<file path="config.mk">
export PLATFORM = sky130hd
export DESIGN_NAME = mie_core
export DESIGN_NICKNAME = d
export VERILOG_FILES = /design/src/mie_pkg.sv /design/src/mie_core.sv /design/src/mie_alu.sv /design/src/mie_stack.sv
export SDC_FILE = /design/constraint.sdc
export NUM_CORES = 1
export LEC_CHECK = 0
export ABC_CLOCK_PERIOD_IN_PS = 8240
export BUFFER_PORTS_ARGS = -buffer_cell sky130_fd_sc_hd__buf_2
export CORE_MARGIN = 2
export CORE_UTILIZATION = 43
export CTS_CLUSTER_DIAMETER = 50
export DETAILED_ROUTE_END_ITERATION = 12
export GPL_TIMING_DRIVEN = 0
export PLACE_DENSITY = 0.65
export SLEW_MARGIN = 20
export SYNTH_ARGS = -nofsm -noshare
export SYNTH_HDL_FRONTEND = slang
export SYNTH_SLANG_ARGS = --single-unit
</file>
<file path="constraint.sdc">
create_clock -name i_clock -period 8.24 [get_ports i_clock]
set_clock_uncertainty 0.15 [all_clocks]
set_input_delay 0.412 -clock i_clock [delete_from_list [all_inputs] [get_ports i_clock]]
set_output_delay 0.412 -clock i_clock [all_outputs]
set_load 0.005 [all_outputs]
</file>
<file path="src/mie_pkg.sv">
package mie_pkg;

    localparam int DATA_W = 8;
    localparam int PC_W   = 16;
    localparam int JMP_W  = 14;
    localparam int BANK_W = 1;
    localparam int ADDR_W = BANK_W + 8;

    localparam logic [7:0] SYS_BASE  = 8'h80;
    localparam logic [7:0] BZ_IMM_LO = 8'h80;
    localparam logic [7:0] BZ_IMM_HI = 8'h87;

    // Flag register layout
    localparam int FLAG_Z     = 0;
    localparam int FLAG_DC    = 1;
    localparam int FLAG_C     = 2;
    localparam int CAUSE_LO   = 6;
    localparam int CAUSE_HI   = 7;

    localparam logic [7:0]  ACC_RST   = 8'h00;
    localparam logic [7:0]  PROGRAM_FLAG_REGISTER_RST = 8'h00;
    localparam logic [15:0] PC_RST    = 16'h0000;
    localparam int          STACK_DEPTH = 8;

    typedef enum logic [4:0] {
        OP_NOP, OP_MOV, OP_XCH, OP_ADC, OP_ADD, OP_SBC, OP_SUB,
        OP_AND, OP_OR, OP_XOR, OP_SWAP, OP_RRC, OP_RLC, OP_CLR,
        OP_BCLR, OP_BSET, OP_CMP, OP_INCS, OP_DECS, OP_BIT_TEST_SKIP_CLEAR,
        OP_BIT_TEST_SKIP_SET, OP_JMP, OP_CALL, OP_RET, OP_INTERRUPT_RETURN, OP_PUSH, OP_POP
    } mie_op_t;

    typedef enum logic [1:0] {
        ST_EXEC, ST_WB, ST_BR2, ST_SKIP
    } mie_state_t;

    typedef struct packed {
        mie_op_t     op;
        logic        to_mem;
        logic        use_imm;
        logic        bank0;
        logic [7:0]  addr;
        logic [2:0]  bit_sel;
        logic [7:0]  imm;
        logic [13:0] target;
    } mie_instr_t;

    typedef struct packed {
        logic [7:0] res;
        logic       c;
        logic       dc;
        logic       z;
        logic       upd_c;
        logic       upd_dc;
        logic       upd_z;
    } mie_alu_t;

    typedef struct packed {
        logic              we;
        logic [ADDR_W-1:0] addr;
        logic [7:0]        data;
    } mie_wr_t;

    typedef struct packed {
        mie_state_t  st;
        logic [15:0] pc;
        logic [7:0]  acc;
        logic [7:0]  program_flag_register;
        logic [7:0]  acc_buf;
        logic [2:0]  flag_buf;
        logic        gie;
        logic        skip_pend;
        mie_wr_t     wr;
    } mie_core_t;

    // Ops whose ALU result lands in A or M under the to_mem bit
    function automatic logic mie_has_result(input mie_op_t op);
        case (op)
            OP_MOV, OP_ADC, OP_ADD, OP_SBC, OP_SUB, OP_AND, OP_OR,
            OP_XOR, OP_SWAP, OP_RRC, OP_RLC, OP_INCS,
            OP_DECS: mie_has_result = 1'b1;
            default: mie_has_result = 1'b0;
        endcase
    endfunction : mie_has_result

endpackage : mie_pkg

</file>
<file path="src/mie_core.sv">
`timescale 1ns/1ps
// Notes on behaviour
// - Add-with-carry sums A, operand and C; C is the carry out.
// - Subtract-with-borrow takes A minus operand minus not C; C is not-borrow.
// - Immediate add and subtract use the literal, same carry, one cycle.
// - A result written to data RAM costs one extra cycle; system registers none.
// - A taken skip costs one extra cycle; an untaken one costs nothing.
// - Compare subtracts without storing, updates Z and C, skips when equal.
// - Increment or decrement memory, store to A or M, skip on zero, flags kept.
// - Bit test skips on a clear bit or on a set bit, flags kept.
// - Jump loads PC low fourteen bits from operand, top two from page select.
// - Call pushes full PC plus one then jumps; return pops; both take two cycles.
// - Interrupt return pops PC and sets the global interrupt enable, two cycles.
// - Context save and restore of A and flags in one cycle, cause bits excluded.
// - Bank-zero move of a literal only writes targets 0x80 to 0x87.
// - Bank-zero forms address bank 0 whatever the bank select holds.
// - Nibble swap exchanges halves into A or back into M, flags kept.
module mie_core (
    // Clock and reset
    input  wire logic                       i_clock,
    input  wire logic                       i_rst_b,
    // Program memory
    output logic [15:0]                     o_pc,
    output logic                            o_fetch,
    input  mie_pkg::mie_instr_t             i_instr,
    // Data memory and system registers
    output logic [mie_pkg::ADDR_W-1:0]      o_mem_raddr,
    input  wire logic [7:0]                 i_mem_rdata,
    output logic                            o_mem_we,
    output logic [mie_pkg::ADDR_W-1:0]      o_mem_waddr,
    output logic [7:0]                      o_mem_wdata,
    // Core control
    input  wire logic [mie_pkg::BANK_W-1:0] i_ram_bank,
    input  wire logic [1:0]                 i_rom_page,
    input  wire logic [1:0]                 i_reset_cause,
    input  wire logic                       i_gie_clear,
    output logic [7:0]                      o_acc,
    output logic [7:0]                      o_program_flag_register,
    output logic                            o_gie
);
    import mie_pkg::*;

    mie_core_t         q;
    mie_core_t         d;
    mie_alu_t          alu;
    mie_instr_t        ins;
    logic [BANK_W-1:0] bank;
    logic              is_sys;
    logic              exec;
    logic              wr_acc;
    logic              wr_mem;
    logic              skip;
    logic              br;
    logic              push;
    logic              pop;
    logic [15:0]       stk_top;

    assign ins  = i_instr;
    assign exec = (q.st == ST_EXEC);
    assign bank = ins.bank0 ? '0 : i_ram_bank;
    // Only bank 0 maps system registers at the top of its page
    assign is_sys = (bank == '0) && (ins.addr >= SYS_BASE);

    mie_alu u_alu (
        .i_instr (ins),
        .i_acc   (q.acc),
        .i_mem   (i_mem_rdata),
        .i_carry (q.program_flag_register[FLAG_C]),
        .o_alu   (alu)
    );

    mie_stack #(
        .DEPTH (STACK_DEPTH)
    ) u_stack (
        .i_clock (i_clock),
        .i_rst_b (i_rst_b),
        .i_push  (push),
        .i_pop   (pop),
        .i_data  (q.pc + 16'h0001),
        .o_top   (stk_top)
    );

    always_comb begin
        d        = q;
        wr_acc   = 1'b0;
        wr_mem   = 1'b0;
        skip     = 1'b0;
        br       = 1'b0;
        push     = 1'b0;
        pop      = 1'b0;
        d.wr.we  = 1'b0;
        d.program_flag_register[CAUSE_HI:CAUSE_LO] = i_reset_cause;
        if (i_gie_clear) begin
            d.gie = 1'b0;
        end
        case (q.st)
            ST_EXEC: begin
                d.pc = q.pc + 16'h0001;
                if (mie_has_result(ins.op)) begin
                    wr_acc = !ins.to_mem;
                    wr_mem = ins.to_mem;
                end
                case (ins.op)
                    OP_MOV: begin
                        if (ins.to_mem && ins.use_imm &&
                            (ins.addr < BZ_IMM_LO || ins.addr > BZ_IMM_HI ||
                             bank != '0)) begin
                            wr_mem = 1'b0;
                        end
                    end
                    OP_XCH: begin
                        d.acc  = i_mem_rdata;
                        wr_mem = 1'b1;
                    end
                    OP_CLR, OP_BCLR, OP_BSET: wr_mem = 1'b1;
                    OP_CMP:  skip = alu.z;
                    OP_INCS, OP_DECS: skip = alu.z;
                    OP_BIT_TEST_SKIP_CLEAR: skip = !i_mem_rdata[ins.bit_sel];
                    OP_BIT_TEST_SKIP_SET: skip = i_mem_rdata[ins.bit_sel];
                    OP_JMP: begin
                        d.pc = {i_rom_page, ins.target};
                        br   = 1'b1;
                    end
                    OP_CALL: begin
                        push = 1'b1;
                        d.pc = {i_rom_page, ins.target};
                        br   = 1'b1;
                    end
                    OP_RET, OP_INTERRUPT_RETURN: begin
                        pop  = 1'b1;
                        d.pc = stk_top;
                        br   = 1'b1;
                        if (ins.op == OP_INTERRUPT_RETURN) begin
                            d.gie = 1'b1;
                        end
                    end
                    OP_PUSH: begin
                        d.acc_buf  = q.acc;
                        d.flag_buf = q.program_flag_register[2:0];
                    end
                    OP_POP: begin
                        d.acc        = q.acc_buf;
                        d.program_flag_register[2:0] = q.flag_buf;
                    end
                    default: ;
                endcase
                if (wr_acc) begin
                    d.acc = alu.res;
                end
                if (alu.upd_c) begin
                    d.program_flag_register[FLAG_C] = alu.c;
                end
                if (alu.upd_dc) begin
                    d.program_flag_register[FLAG_DC] = alu.dc;
                end
                if (alu.upd_z) begin
                    d.program_flag_register[FLAG_Z] = alu.z;
                end
                if (wr_mem) begin
                    d.wr.we   = 1'b1;
                    d.wr.addr = {bank, ins.addr};
                    d.wr.data = alu.res;
                end
                d.skip_pend = skip;
                if (wr_mem && !is_sys) begin
                    d.st = ST_WB;
                end else if (br) begin
                    d.st = ST_BR2;
                end else if (skip) begin
                    d.st = ST_SKIP;
                end else begin
                    d.st = ST_EXEC;
                end
            end
            ST_WB: d.st = q.skip_pend ? ST_SKIP : ST_EXEC;
            ST_BR2: d.st = ST_EXEC;
            ST_SKIP: begin
                // The fetched word is dropped; only the PC moves on
                d.pc = q.pc + 16'h0001;
                d.st = ST_EXEC;
            end
            default: d.st = ST_EXEC;
        endcase
    end

    always_ff @(posedge i_clock or negedge i_rst_b) begin
        if (!i_rst_b) begin
            q       <= '0;
            q.st    <= ST_EXEC;
            q.pc    <= PC_RST;
            q.acc   <= ACC_RST;
            q.program_flag_register <= PROGRAM_FLAG_REGISTER_RST;
        end else begin
            q <= d;
        end
    end

    // A system register written by one instruction is read stale by
    // the very next one; the write lands a cycle after execution.
    assign o_pc        = q.pc;
    assign o_fetch     = exec;
    assign o_mem_raddr = {bank, ins.addr};
    assign o_mem_we    = q.wr.we;
    assign o_mem_waddr = q.wr.addr;
    assign o_mem_wdata = q.wr.data;
    assign o_acc       = q.acc;
    assign o_program_flag_register     = q.program_flag_register;
    assign o_gie       = q.gie;

    // Checking helpers
    logic [7:0] h_opnd;
    logic [8:0] h_adc;
    logic       h_nb;
    logic [15:0] h_jt;
    assign h_opnd = ins.use_imm ? ins.imm : i_mem_rdata;
    assign h_adc  = {1'b0, q.acc} + {1'b0, h_opnd} + {8'h00, q.program_flag_register[FLAG_C]};
    assign h_nb   = {1'b0, q.acc} >=
                    ({1'b0, h_opnd} + {8'h00, !q.program_flag_register[FLAG_C]});
    assign h_jt   = {i_rom_page, ins.target};
endmodule : mie_core

</file>
<file path="src/mie_alu.sv">
`timescale 1ns/1ps
module mie_alu (
    // Operands
    input  mie_pkg::mie_instr_t i_instr,
    input  wire logic [7:0]     i_acc,
    input  wire logic [7:0]     i_mem,
    input  wire logic           i_carry,
    // Result and flag effects
    output mie_pkg::mie_alu_t   o_alu
);
    import mie_pkg::*;

    logic [7:0] opnd;
    logic [7:0] addend;
    logic [8:0] sum;
    logic [4:0] half;
    logic       sub;
    logic       cin;

    always_comb begin
        opnd   = i_instr.use_imm ? i_instr.imm : i_mem;
        sub    = (i_instr.op == OP_SBC) || (i_instr.op == OP_SUB) ||
                 (i_instr.op == OP_CMP);
        // Subtract is add of the inverse; carry out is then not-borrow
        cin    = ((i_instr.op == OP_ADC) || (i_instr.op == OP_SBC)) ?
                 i_carry : sub;
        addend = sub ? ~opnd : opnd;
        sum    = {1'b0, i_acc} + {1'b0, addend} + {8'h00, cin};
        half   = {1'b0, i_acc[3:0]} + {1'b0, addend[3:0]} + {4'h0, cin};
        o_alu  = '0;
        case (i_instr.op)
            OP_ADC, OP_ADD, OP_SBC, OP_SUB, OP_CMP: begin
                o_alu.res    = sum[7:0];
                o_alu.c      = sum[8];
                o_alu.dc     = half[4];
                o_alu.upd_c  = 1'b1;
                o_alu.upd_dc = !(i_instr.op == OP_CMP);
                o_alu.upd_z  = 1'b1;
            end
            OP_AND: begin
                o_alu.res   = i_acc & opnd;
                o_alu.upd_z = 1'b1;
            end
            OP_OR: begin
                o_alu.res   = i_acc | opnd;
                o_alu.upd_z = 1'b1;
            end
            OP_XOR: begin
                o_alu.res   = i_acc ^ opnd;
                o_alu.upd_z = 1'b1;
            end
            OP_MOV: begin
                if (i_instr.to_mem) begin
                    o_alu.res = i_instr.use_imm ? i_instr.imm : i_acc;
                end else begin
                    o_alu.res   = opnd;
                    o_alu.upd_z = !i_instr.use_imm;
                end
            end
            OP_SWAP: o_alu.res = {i_mem[3:0], i_mem[7:4]};
            OP_RRC: begin
                o_alu.res   = {i_carry, i_mem[7:1]};
                o_alu.c     = i_mem[0];
                o_alu.upd_c = 1'b1;
            end
            OP_RLC: begin
                o_alu.res   = {i_mem[6:0], i_carry};
                o_alu.c     = i_mem[7];
                o_alu.upd_c = 1'b1;
            end
            OP_INCS: o_alu.res = i_mem + 8'h01;
            OP_DECS: o_alu.res = i_mem - 8'h01;
            OP_CLR:  o_alu.res = 8'h00;
            OP_BCLR: o_alu.res = i_mem & ~(8'h01 << i_instr.bit_sel);
            OP_BSET: o_alu.res = i_mem | (8'h01 << i_instr.bit_sel);
            default: o_alu.res = i_acc;
        endcase
        o_alu.z = (o_alu.res == 8'h00);
    end

endmodule : mie_alu

</file>
<file path="src/mie_stack.sv">
`timescale 1ns/1ps
module mie_stack #(
    parameter int DEPTH = mie_pkg::STACK_DEPTH
) (
    // Clock and reset
    input  wire logic        i_clock,
    input  wire logic        i_rst_b,
    // Push and pop
    input  wire logic        i_push,
    input  wire logic        i_pop,
    input  wire logic [15:0] i_data,
    output logic [15:0]      o_top
);
    import mie_pkg::*;

    localparam int PTR_W = $clog2(DEPTH);

    generate
        if (DEPTH < 2 || (DEPTH & (DEPTH - 1)) != 0) begin : g_chk
            $error("Stack depth must be a power of two, two or more");
        end
    endgenerate

    typedef struct packed {
        logic [DEPTH-1:0][15:0] mem;
        logic [PTR_W-1:0]       ptr;
    } mie_stk_t;

    mie_stk_t q;
    mie_stk_t d;

    // Pointer wraps; overflow silently overwrites the oldest entry
    always_comb begin
        d = q;
        if (i_push) begin
            d.mem[q.ptr] = i_data;
            d.ptr        = q.ptr + PTR_W'(1);
        end else if (i_pop) begin
            d.ptr = q.ptr - PTR_W'(1);
        end
    end

    always_ff @(posedge i_clock or negedge i_rst_b) begin
        if (!i_rst_b) begin
            q <= '0;
        end else begin
            q <= d;
        end
    end

    assign o_top = q.mem[q.ptr - PTR_W'(1)];

endmodule : mie_stack

</file>
=== Word-level counts from Yosys, hierarchy flattened ===
Memory sizes are Yosys's and may differ from the RTL's.
Cells that the tools add are included.

* Output and inout bits: 61
* Logic and storage cells: 171
* Bits in registers: 193
* Memory bits (read-only): 32
* Memories: 1

* Equal/unequal tests: 29
* Bitwise logic cells: 8
* Reduce and logical (&&, ||, !) cells: 38
* Magnitude comparators: 7
* Mux-type cells: 55
* $add $sub $neg: 9
* Shifts and indexed selects: 1

{| class="wikitable"
|+ Memories
! memory !! depth !! bits a word !! read ports !! clocked after Yosys merged registers in !! wr ports !! line !! RTL
|-
| (name not given) || 32 || 1 || 1 || 0 || 0 || mie_pkg.sv:77 || <nowiki>case (op)</nowiki>
|}

{| class="wikitable"
|+ Operator list
! cell !! count
|-
| 128-bit bitwise mux || 1
|-
| 8-bit one-hot mux with 13 select lines || 1
|-
| 16-bit one-hot mux with 2 select lines || 2
|-
| 5-bit == test, second input constant || 11
|-
| 16-bit binary-select mux with 3-bit select || 1
|-
| 16-bit demux with 3-bit select || 1
|-
| 5-bit by 4-bit == test with 1-bit output, second input constant || 8
|-
| 8-bit 2-to-1 mux || 5
|-
| 16-bit 2-to-1 mux || 2
|-
| 1-bit 2-to-1 mux || 26
|-
| 5-bit by 3-bit == test with 1-bit output, second input constant || 4
|-
| 20-bit 2-to-1 mux || 1
|-
| 18-bit 2-to-1 mux || 1
|-
| 16-bit by 1-bit adder with 16-bit output, second input constant || 1
|-
| 8-bit AND || 2
|-
| 8-bit NOT || 2
|-
| 8-bit bitwise OR || 2
|-
| 8-bit one-hot mux with 2 select lines || 1
|-
| 3-bit by 4-bit < comparator with 1-bit output, second input constant || 3
|-
| 2-bit AND reduction || 6
|-
| 5-bit by 2-bit == test with 1-bit output, second input constant || 2
|-
| 2-bit nonzero test || 5
|-
| 8-bit by 8-bit adder with 9-bit output || 1
|-
| 9-bit by 1-bit adder with 9-bit output || 1
|-
| 34 further kinds || 57
|}

=== Depth between registers and ports, before layout ===
Gate-level depths: netlist (run 1).

* Depth in word-level cells: 14
* Depth in mapped cells: 17

=== By module ===
Synthesis (run 1) repeated with hierarchy kept, for this count alone.

* Cells, all modules: 1246
* Area total of the unflattened synthesis: 13092.6 um^2

{| class="wikitable"
|+ By module, submodules not included
! module !! times used !! cells an instance !! area an instance (um^2) !! seq. area each (um^2)
|-
| mie_stack || 1 || 462 || 6293.5 || 3278.1
|-
| mie_core || 1 || 460 || 4534.3 || 1551.5
|-
| mie_alu || 1 || 324 || 2264.7 || 0.0
|}

=== Least setup slack after synthesis (run 1) ===
Ideal clock, no wire load.

* Path type: input port to flip-flop
* Start: in i_instr[36] (netlist name)
* End: reg q[63] (netlist name)
* Slack: 3.923 ns
* Library setup time: 0.084 ns
* Stages on the path: 16
* Buffers on the path: 2
* Data arrival time: 4.083 ns
* Cell sequence: inv_1 -> ha_1 -> buf_2 -> a32oi_2 -> a21boi_0 -> buf_1 -> xnor2_1 -> fa_1 -> a211oi_1 -> nor2_1 -> xor2_1 -> a2111oi_4 -> a32oi_1 -> a2111oi_4 -> nand4_2 -> a41oi_2

{| class="wikitable"
|+ RTL lines
! what !! line !! RTL
|-
| start: declaration || mie_core.sv:25 || <nowiki>input mie_pkg::mie_instr_t i_instr,</nowiki>
|-
| end: declaration || mie_core.sv:43 || <nowiki>mie_core_t q;</nowiki>
|}

==> results of run 1 <==
-- cell families after synthesis --
family / share of synthesized area
AND/OR/NAND/NOR: 0.1419
AO/OA/AOI/OAI: 0.1684
flip-flops: 0.4090
buffers and inverters: 0.08000
multiplexers: 0.1302
adder cells (fa/ha/maj): 0.04641
XOR/XNOR: 0.02374
other: 0.0003176
-- area by class of cell --
| class | count | area, sq um |
|---|---|---|
| plain buffers | 141 | 798.3 |
| clock buffers | 17 | 425.4 |
| clock inverters | 15 | 187.7 |
| fillers | 2573 | 13460 |
| inverters | 39 | 146.4 |
| multi-input cells | 893 | 6041 |
| flip-flops and latches | 193 | 4830 |
| well taps | 341 | 426.7 |
| repair buffers | 113 | 635.6 |
-- layer usage --
metal / global-route usage / wire (um) / vias to the layer above
met4: 0.09736 / 1254 / 0
met3: 0.04151 / 1774 / 68
met1: 0.3203 / 14570 / 4862
met5: 0 / 0 / -
met2: 0.4325 / 17510 / 319
li1: - / - / 4657
-- report_power, final --
part           internal (mW)  switching [mW]  total [mW]
Clock                  0.415           0.431       0.845
Combinational          0.812            1.00        1.81
Sequential              1.23           0.243        1.47
-- critical path, delay by kind of cell --
family | cells | cell delay, ps
simple gates | 4 | 680
fa+ha+maj | 3 | 1200
compound gates | 5 | 1730
buf+inv | 4 | 930
xor+xnor | 2 | 290
-- sequential cells by signal, summed over array words and instances (netlist names) --
signal / count
u_stack.q: 131
o_pc: 16
q: 14
o_mem_waddr: 9
o_acc: 8
o_mem_wdata: 8
o_program_flag_register: 5
o_gie: 1
o_mem_we: 1
-- through the flow --
stage / instance area (sq um) / setup WS [ps]
4_1_cts: 13490 / 3259
6_report: 13490 / 3174
3_3_place_gp: 12780 / 2867
2_1_floorplan: 11820 / 3923
3_5_place_dp: 12850 / 2825
5_1_grt: 13490 / 2983
-- how the worst max path moves through the flow --
stage                        to  slack, ps  depth (start not counted)
after floorplan           q[63]       3920                         16
after global placement    q[63]       2870                         17
after detailed placement  q[63]       2830                         17
final                     q[63]       3170                         18
after CTS                 q[63]       3260                         17
after global routing      q[64]       2980                         17
-- timing repair --
action,in CTS,in global routing
hold buffers,3,0
setup endpoints to repair,0,0
hold endpoints to repair,45,0
-- placed cells by master (no fill, tap or decap), types with 24 or more instances in the layout --
cell type	count
a21oi_1	125
buf_2	118
buf_4	60
clkbuf_1	54
dfrtp_1	193
ha_1	39
inv_1	39
mux2_2	33
mux2i_1	40
mux4_2	34
nand2_1	170
nand3_1	24
nor2_1	104
o21ai_0	123
==> metrics.md, run 1 <==
| Metric | Value |
|---|---|
| Diode count | 0 |
| Slew Viols, Final | 0 |
| DRT Wirelength | 35100 um |
| Crit path launch type | input pin |
| Final TNS setup | 0 ps |
| Final Critical Period | 5066 ps |
| Root Buffer | clkbuf_16 |
| Row cnt | 60 |
| Yosys warns | 0 |
| Crit-path max cell delay | between 500 and 600 ps |
| Setup repair bufs after CTS | 0 |
| 1st-iter DRT viols | about 710 |
| Hold Path Sink | o_gie |
| Fmax | 197.4 MHz |
| Avg Vias per Cell | between 5 and 6 |
| Status | completed |
| Starting density of the core | 0.4381 |
| First-pass GRT wire length | 55960 um |
| Final Net Count | 1497 |
| Initial antenna violation count | 0 |
| Vias in the first global route | 9922 |
| Critical Path Sink Type | flop |
| DR WL/cell | 20.03 um |
| Reg2Reg Setup Slack | between 4000 and 5000 ps |
| Die Height | approximately 170 um |
| Post-synthesis sequential area ratio | 0.4090 |
| Critical path peak fanout | 10 |
| Worst Path Required | about 8500 ps |
| Pre-Repair DR Iteration Count | 5 |
| Crit-path slowest cell | buf_1 |
| Worst hold stages | 2 |
| Maxcap violations | 0 |
| Port Buffer Count | 108 |
| Via count | just under 10000 |
| Max Root-Sink Buffers | 2 |
| Final ANT Viol Nets | 0 |
| Synth Flop Type | dfrtp_1 |
| Reg-to-Reg Start | u_stack.q[0] |
| Core area | 0.02695 sq mm |
| Synth Cell Area | 0.01181 sq mm |
| Clock-pin slew on the worst setup and hold paths | around 80 ps |
| Placed cell count | ~1700 |
| R2R Path End | o_pc[6] |
| H-tree levels | 4 |
| CP startpoint | i_instr[36] |
| Number of CTS-inserted buffers | 17 |
| Fin Hold WS | ~35 ps |
| CTS tree | yes |
| Crit path DAT | 5270 ps |
| Setup-failing EPs final | 0 |
| Fin crit share | 0.6149 |
| Final hold vios | 0 |
| GR Overflow Total | 0 |
| Util after Layout | 0.5006 |
| Post-route insts no fill | around 1800 |
| Top-Level Pins | 118 |
| Layout area overhead | 14.25% |
| CTS Sinks | just under 200 |
| Pleak | between 6 and 7 nW |
| Pin count of the biggest net entering global routing | 100 |
| Power Density | 306.1 mW/mm^2 |
| Dpl hpwl | 26730 um |
| Hold Path Class | in2reg |
| Path depth of the worst reg2reg path | 11 |
| Worst-Skew Late Latency | 440 ps |
| Post-synth top area share | 0.4090 |
| Die ar. | 0.02880 sq mm |
| Tightest Pin Transition | between 900 and 1000 ps |
| Global Route Usage Sum | 0.2523 |
| Leading area contributor after synthesis | dfrtp_1 |
| Max-slew headroom | 0.3627 |
| Flops & latches, synth | 193 |
| Kind of critical path | in2reg |
| Worst VDD drop | 159.1 uV |
| Post-route DRC violation count | 0 |
| RSZ-0062 raised after global routing | no |
| Routability congestion estimate | 0.9546 |
| Total power | 4.129 mW |
| Most common cell in the netlist | dfrtp_1 |
| Syn_area_per_cell | 9.341 sq um |
| Ranking of synthesized cells by instance count | dfrtp_1, nand2_1, a21oi_1, o21ai_0, nor2_1 |
| Top cells by area, synth | dfrtp_1, mux4_2, nand2_1 |
| Hold Crit Start | i_gie_clear |
| Syn Inst Count | 1264 |
| Crit-path cells | buf_2 -> inv_1 -> ha_1 -> buf_2 -> a32oi_2 -> a21boi_0 -> buf_1 -> xnor2_1 -> fa_1 -> fa_1 -> nand3_1 -> and2_1 -> xnor2_1 -> nand2_1 -> o311ai_0 -> o22ai_1 -> nand4_2 -> a41oi_2 |
| Share of layout cells above drive strength 1 | 0.2147 |
| Cell variety after synth | 74 |
| Post-CTS sizing | 0 |
| Async SR Flop Fraction | 1.000 |
| EDFF count, synth | 0 |
| Chip width | 169.7 um |
(Power assumes the default switching activity.)
==> run 2: changes to the inputs <==
- ABC_CLOCK_PERIOD_IN_PS: 8240 -> 4200
- PLACE_DENSITY: 0.65 -> 0.68
- clock period: 8.24 -> 4.2 ns (I/O delays scaled with it)
==> run 2 against run 1 <==
Net effect:
- largest cell class unchanged
- combinational power increased by 99%
- critical path depth decreased by 2
- utilization increased by 0.61 points
- worst hold slack improved by 4.7 ps
==> metrics.md, run 2 (synthesis results as in run 1) <==
| Metric | Value |
|---|---|
| Status | completed |
| DRT Wirelength | approximately 36000 um |
| Core area | 0.02695 sq mm |
| Crit path launch type | input pin |
| Most frequent cells in the layout | dfrtp_1, nand2_1, a21oi_1 |
| GR Overflow Total | 0 |
| Dpl cell area | 0.01282 sq mm |
| Maxcap violations | 0 |
| Chip width | around 170 um |
| Max reg flops | ~130 |
| Starting density of the core | 0.4381 |
| Dpl ws | -910.5 ps |
| Critical Path Sink Type | flop |
| P_int | around 4.8 mW |
| Crit-path cells | clkbuf_1 -> clkbuf_4 -> clkbuf_4 -> mux2i_1 -> inv_1 -> xnor2_1 -> fa_1 -> fa_1 -> nand3_1 -> and2_1 -> xnor2_1 -> nand2_1 -> o311ai_0 -> o22ai_1 -> nand4_2 -> a31oi_1 |
| Pre-Repair DR Iteration Count | 7 |
| Routability congestion estimate | 0.9404 |
| Pleak | 6.197 nW |
| Avg Vias per Cell | 5.807 |
| CTS tree | yes |
| Register area | 0.004830 sq mm |
| Crit path DAT | 4230 ps |
| Hold Path Sink | o_pc[13] |
| Worst-Skew Late Latency | ~450 ps |
| Fin Hold WS | roughly 40 ps |
| Hold Path Class | in2reg |
| Fill count | 2501 |
| Row cnt | 60 |
| Reg-to-Reg Start | u_stack.q[0] |
| Dpl hpwl | 26720 um |
| Reg2Reg Setup Slack | 230 ps |
| Global Route Usage Sum | 0.2566 |
| Port Buffer Count | 108 |
| Top delay family on crit path | compound AO/OA/AOI/OAI gates |
| H-tree levels | 4 |
| Final TNS setup | 0 ps |
| Critical path peak fanout | 10 |
| Net Switching | 3.357 mW |
| Slew Viols, Final | 0 |
| Seq pwr share | 0.353 |
| Util after Layout | 0.5066 |
| Pin count of the biggest net entering global routing | between 90 and 100 |
| Number of CTS-inserted buffers | 17 |
| Worst VDD drop | between 200 and 300 uV |
| Via count | roughly 10000 |
| Layout area overhead | 15.64% |
| Fmax | 248.5 MHz |
| Multi-input gate area | 0.006058 sq mm |
| Crit-path max cell delay | 460 ps |
| Final ANT Viol Nets | 0 |
| First-pass GRT wire length | around 57000 um |
| Clock-pin slew on the worst setup and hold paths | approximately 80 ps |
| Tightest Pin Transition | 963.2 ps |
| Kind of critical path | in2reg |
| Hold Crit Start | i_instr[13] |
| Reg with most FFs | u_stack.q |
| Worst Path Required | 4410 ps |
| Crit-path slowest cell | fa_1 |
| Fin crit share | 0.9582 |
| Power Density | 600.3 mW/mm^2 |
| Path depth of the worst reg2reg path | 11 |
| Initial antenna violation count | 1 |
| DR WL/cell | 20.62 um |
| Worst hold stages | 3 |
| Max Root-Sink Buffers | 2 |
| Final worst slack | 175.7 ps |
| Max-slew headroom | 0.3562 |
| Share of layout cells above drive strength 1 | 0.2154 |
| WP buf/inv | 4 |
| Setup-failing EPs final | 0 |
| Comb power frac | 0.440 |
| Die Height | 169.7 um |
| Diode count | 0 |
| Post-route DRC violation count | 0 |
| Final hold vios | 0 |
| Clock share of power | 0.206 |
| Root Buffer | clkbuf_16 |
| CTS Sinks | 193 |
| Final Critical Period | 4024 ps |
| R2R Path End | o_pc[5] |
| Final Net Count | between 1500 and 2000 |
| Top-Level Pins | 118 |
| RSZ-0062 raised after global routing | yes |
| Most common cell after layout, fill and taps aside | dfrtp_1 |
| 1st-iter DRT viols | 932 |
| Sw frac | 0.4095 |
| Vias in the first global route | 10050 |
| Die ar. | 0.02880 sq mm |
| Design area | 0.01365 sq mm |
-- run 2: changes by cell type in the layout (fill, tap and decap cells not counted), sizes merged --
cell           delta
clkdlybuf4s15     +1
clkinvlp          -1
inv               +2
clkinv            -1
buf               -2
dlygate4sd3      +14
clkbuf            +1
-- run 2: area by class of cell --
cell class | count | share of cell area
buffer | 141 | 0.05975
clock buffer | 17 | 0.03116
clock inverter | 15 | 0.01439
inverter | 39 | 0.01072
multi-input combinational | 893 | 0.4437
sequential | 193 | 0.3537
tap | 341 | 0.03125
timing repair buffer | 127 | 0.05535
-- run 2: metal layers --
metal | wire [um] | vias up | part of all wire | track usage
li1 | - | 4702 | - | -
met1 | 15420 | 5073 | 0.42 | 0.3392
met2 | 17700 | 406 | 0.49 | 0.4318
met3 | 2155 | 72 | 0.059 | 0.04198
met4 | 1130 | 2 | 0.031 | 0.08324
met5 | 13 | - | 0.00036 | 0
-- run 2: worst max path at each step --
stage,endpoint,start,cells after the start,slack (ps)
after floorplan,q[63],i_instr[36],16,80
after detailed placement,q[64],i_instr[36],17,-910
after global placement,q[64],i_instr[36],17,-850
final,q[64],i_instr[34],16,180
after global routing,q[64],i_instr[34],15,-10
after CTS,q[64],i_instr[36],17,40
-- run 2: tightest hold or removal path, delay by kind of cell --
kind,cells,cell delay (ps)
AO/OA/AOI/OAI,2,290
buffers and inverters,1,90
-- run 2: stage by stage --
step	instances	power, mW
finish	1766	8.197
global route	1766	8.713
CTS	1765	8.184
detailed placement	1716	6.471
global placement	1715	6.391
floorplan	1266	5.252
-- run 2: power by group through the flow --
| stage | clock (mW) | combinational [mW] | sequential [mW] |
|---|---|---|---|
| after floorplan | 0 | 2.51 | 2.74 |
| after global placement | 0 | 3.50 | 2.89 |
| after detailed placement | 0 | 3.56 | 2.91 |
| after CTS | 1.70 | 3.60 | 2.88 |
| after global routing | 1.78 | 3.96 | 2.96 |
| final | 1.69 | 3.61 | 2.90 |
-- run 2: timing repair --
item / in CTS / in global routing
setup buffers: 0 / 1
resized for setup: 4 / 8
hold endpoints to repair: 112 / 0
pin swaps: 0 / 1
hold buffers: 17 / 0
endpoints found under the setup margin: 9 / 14
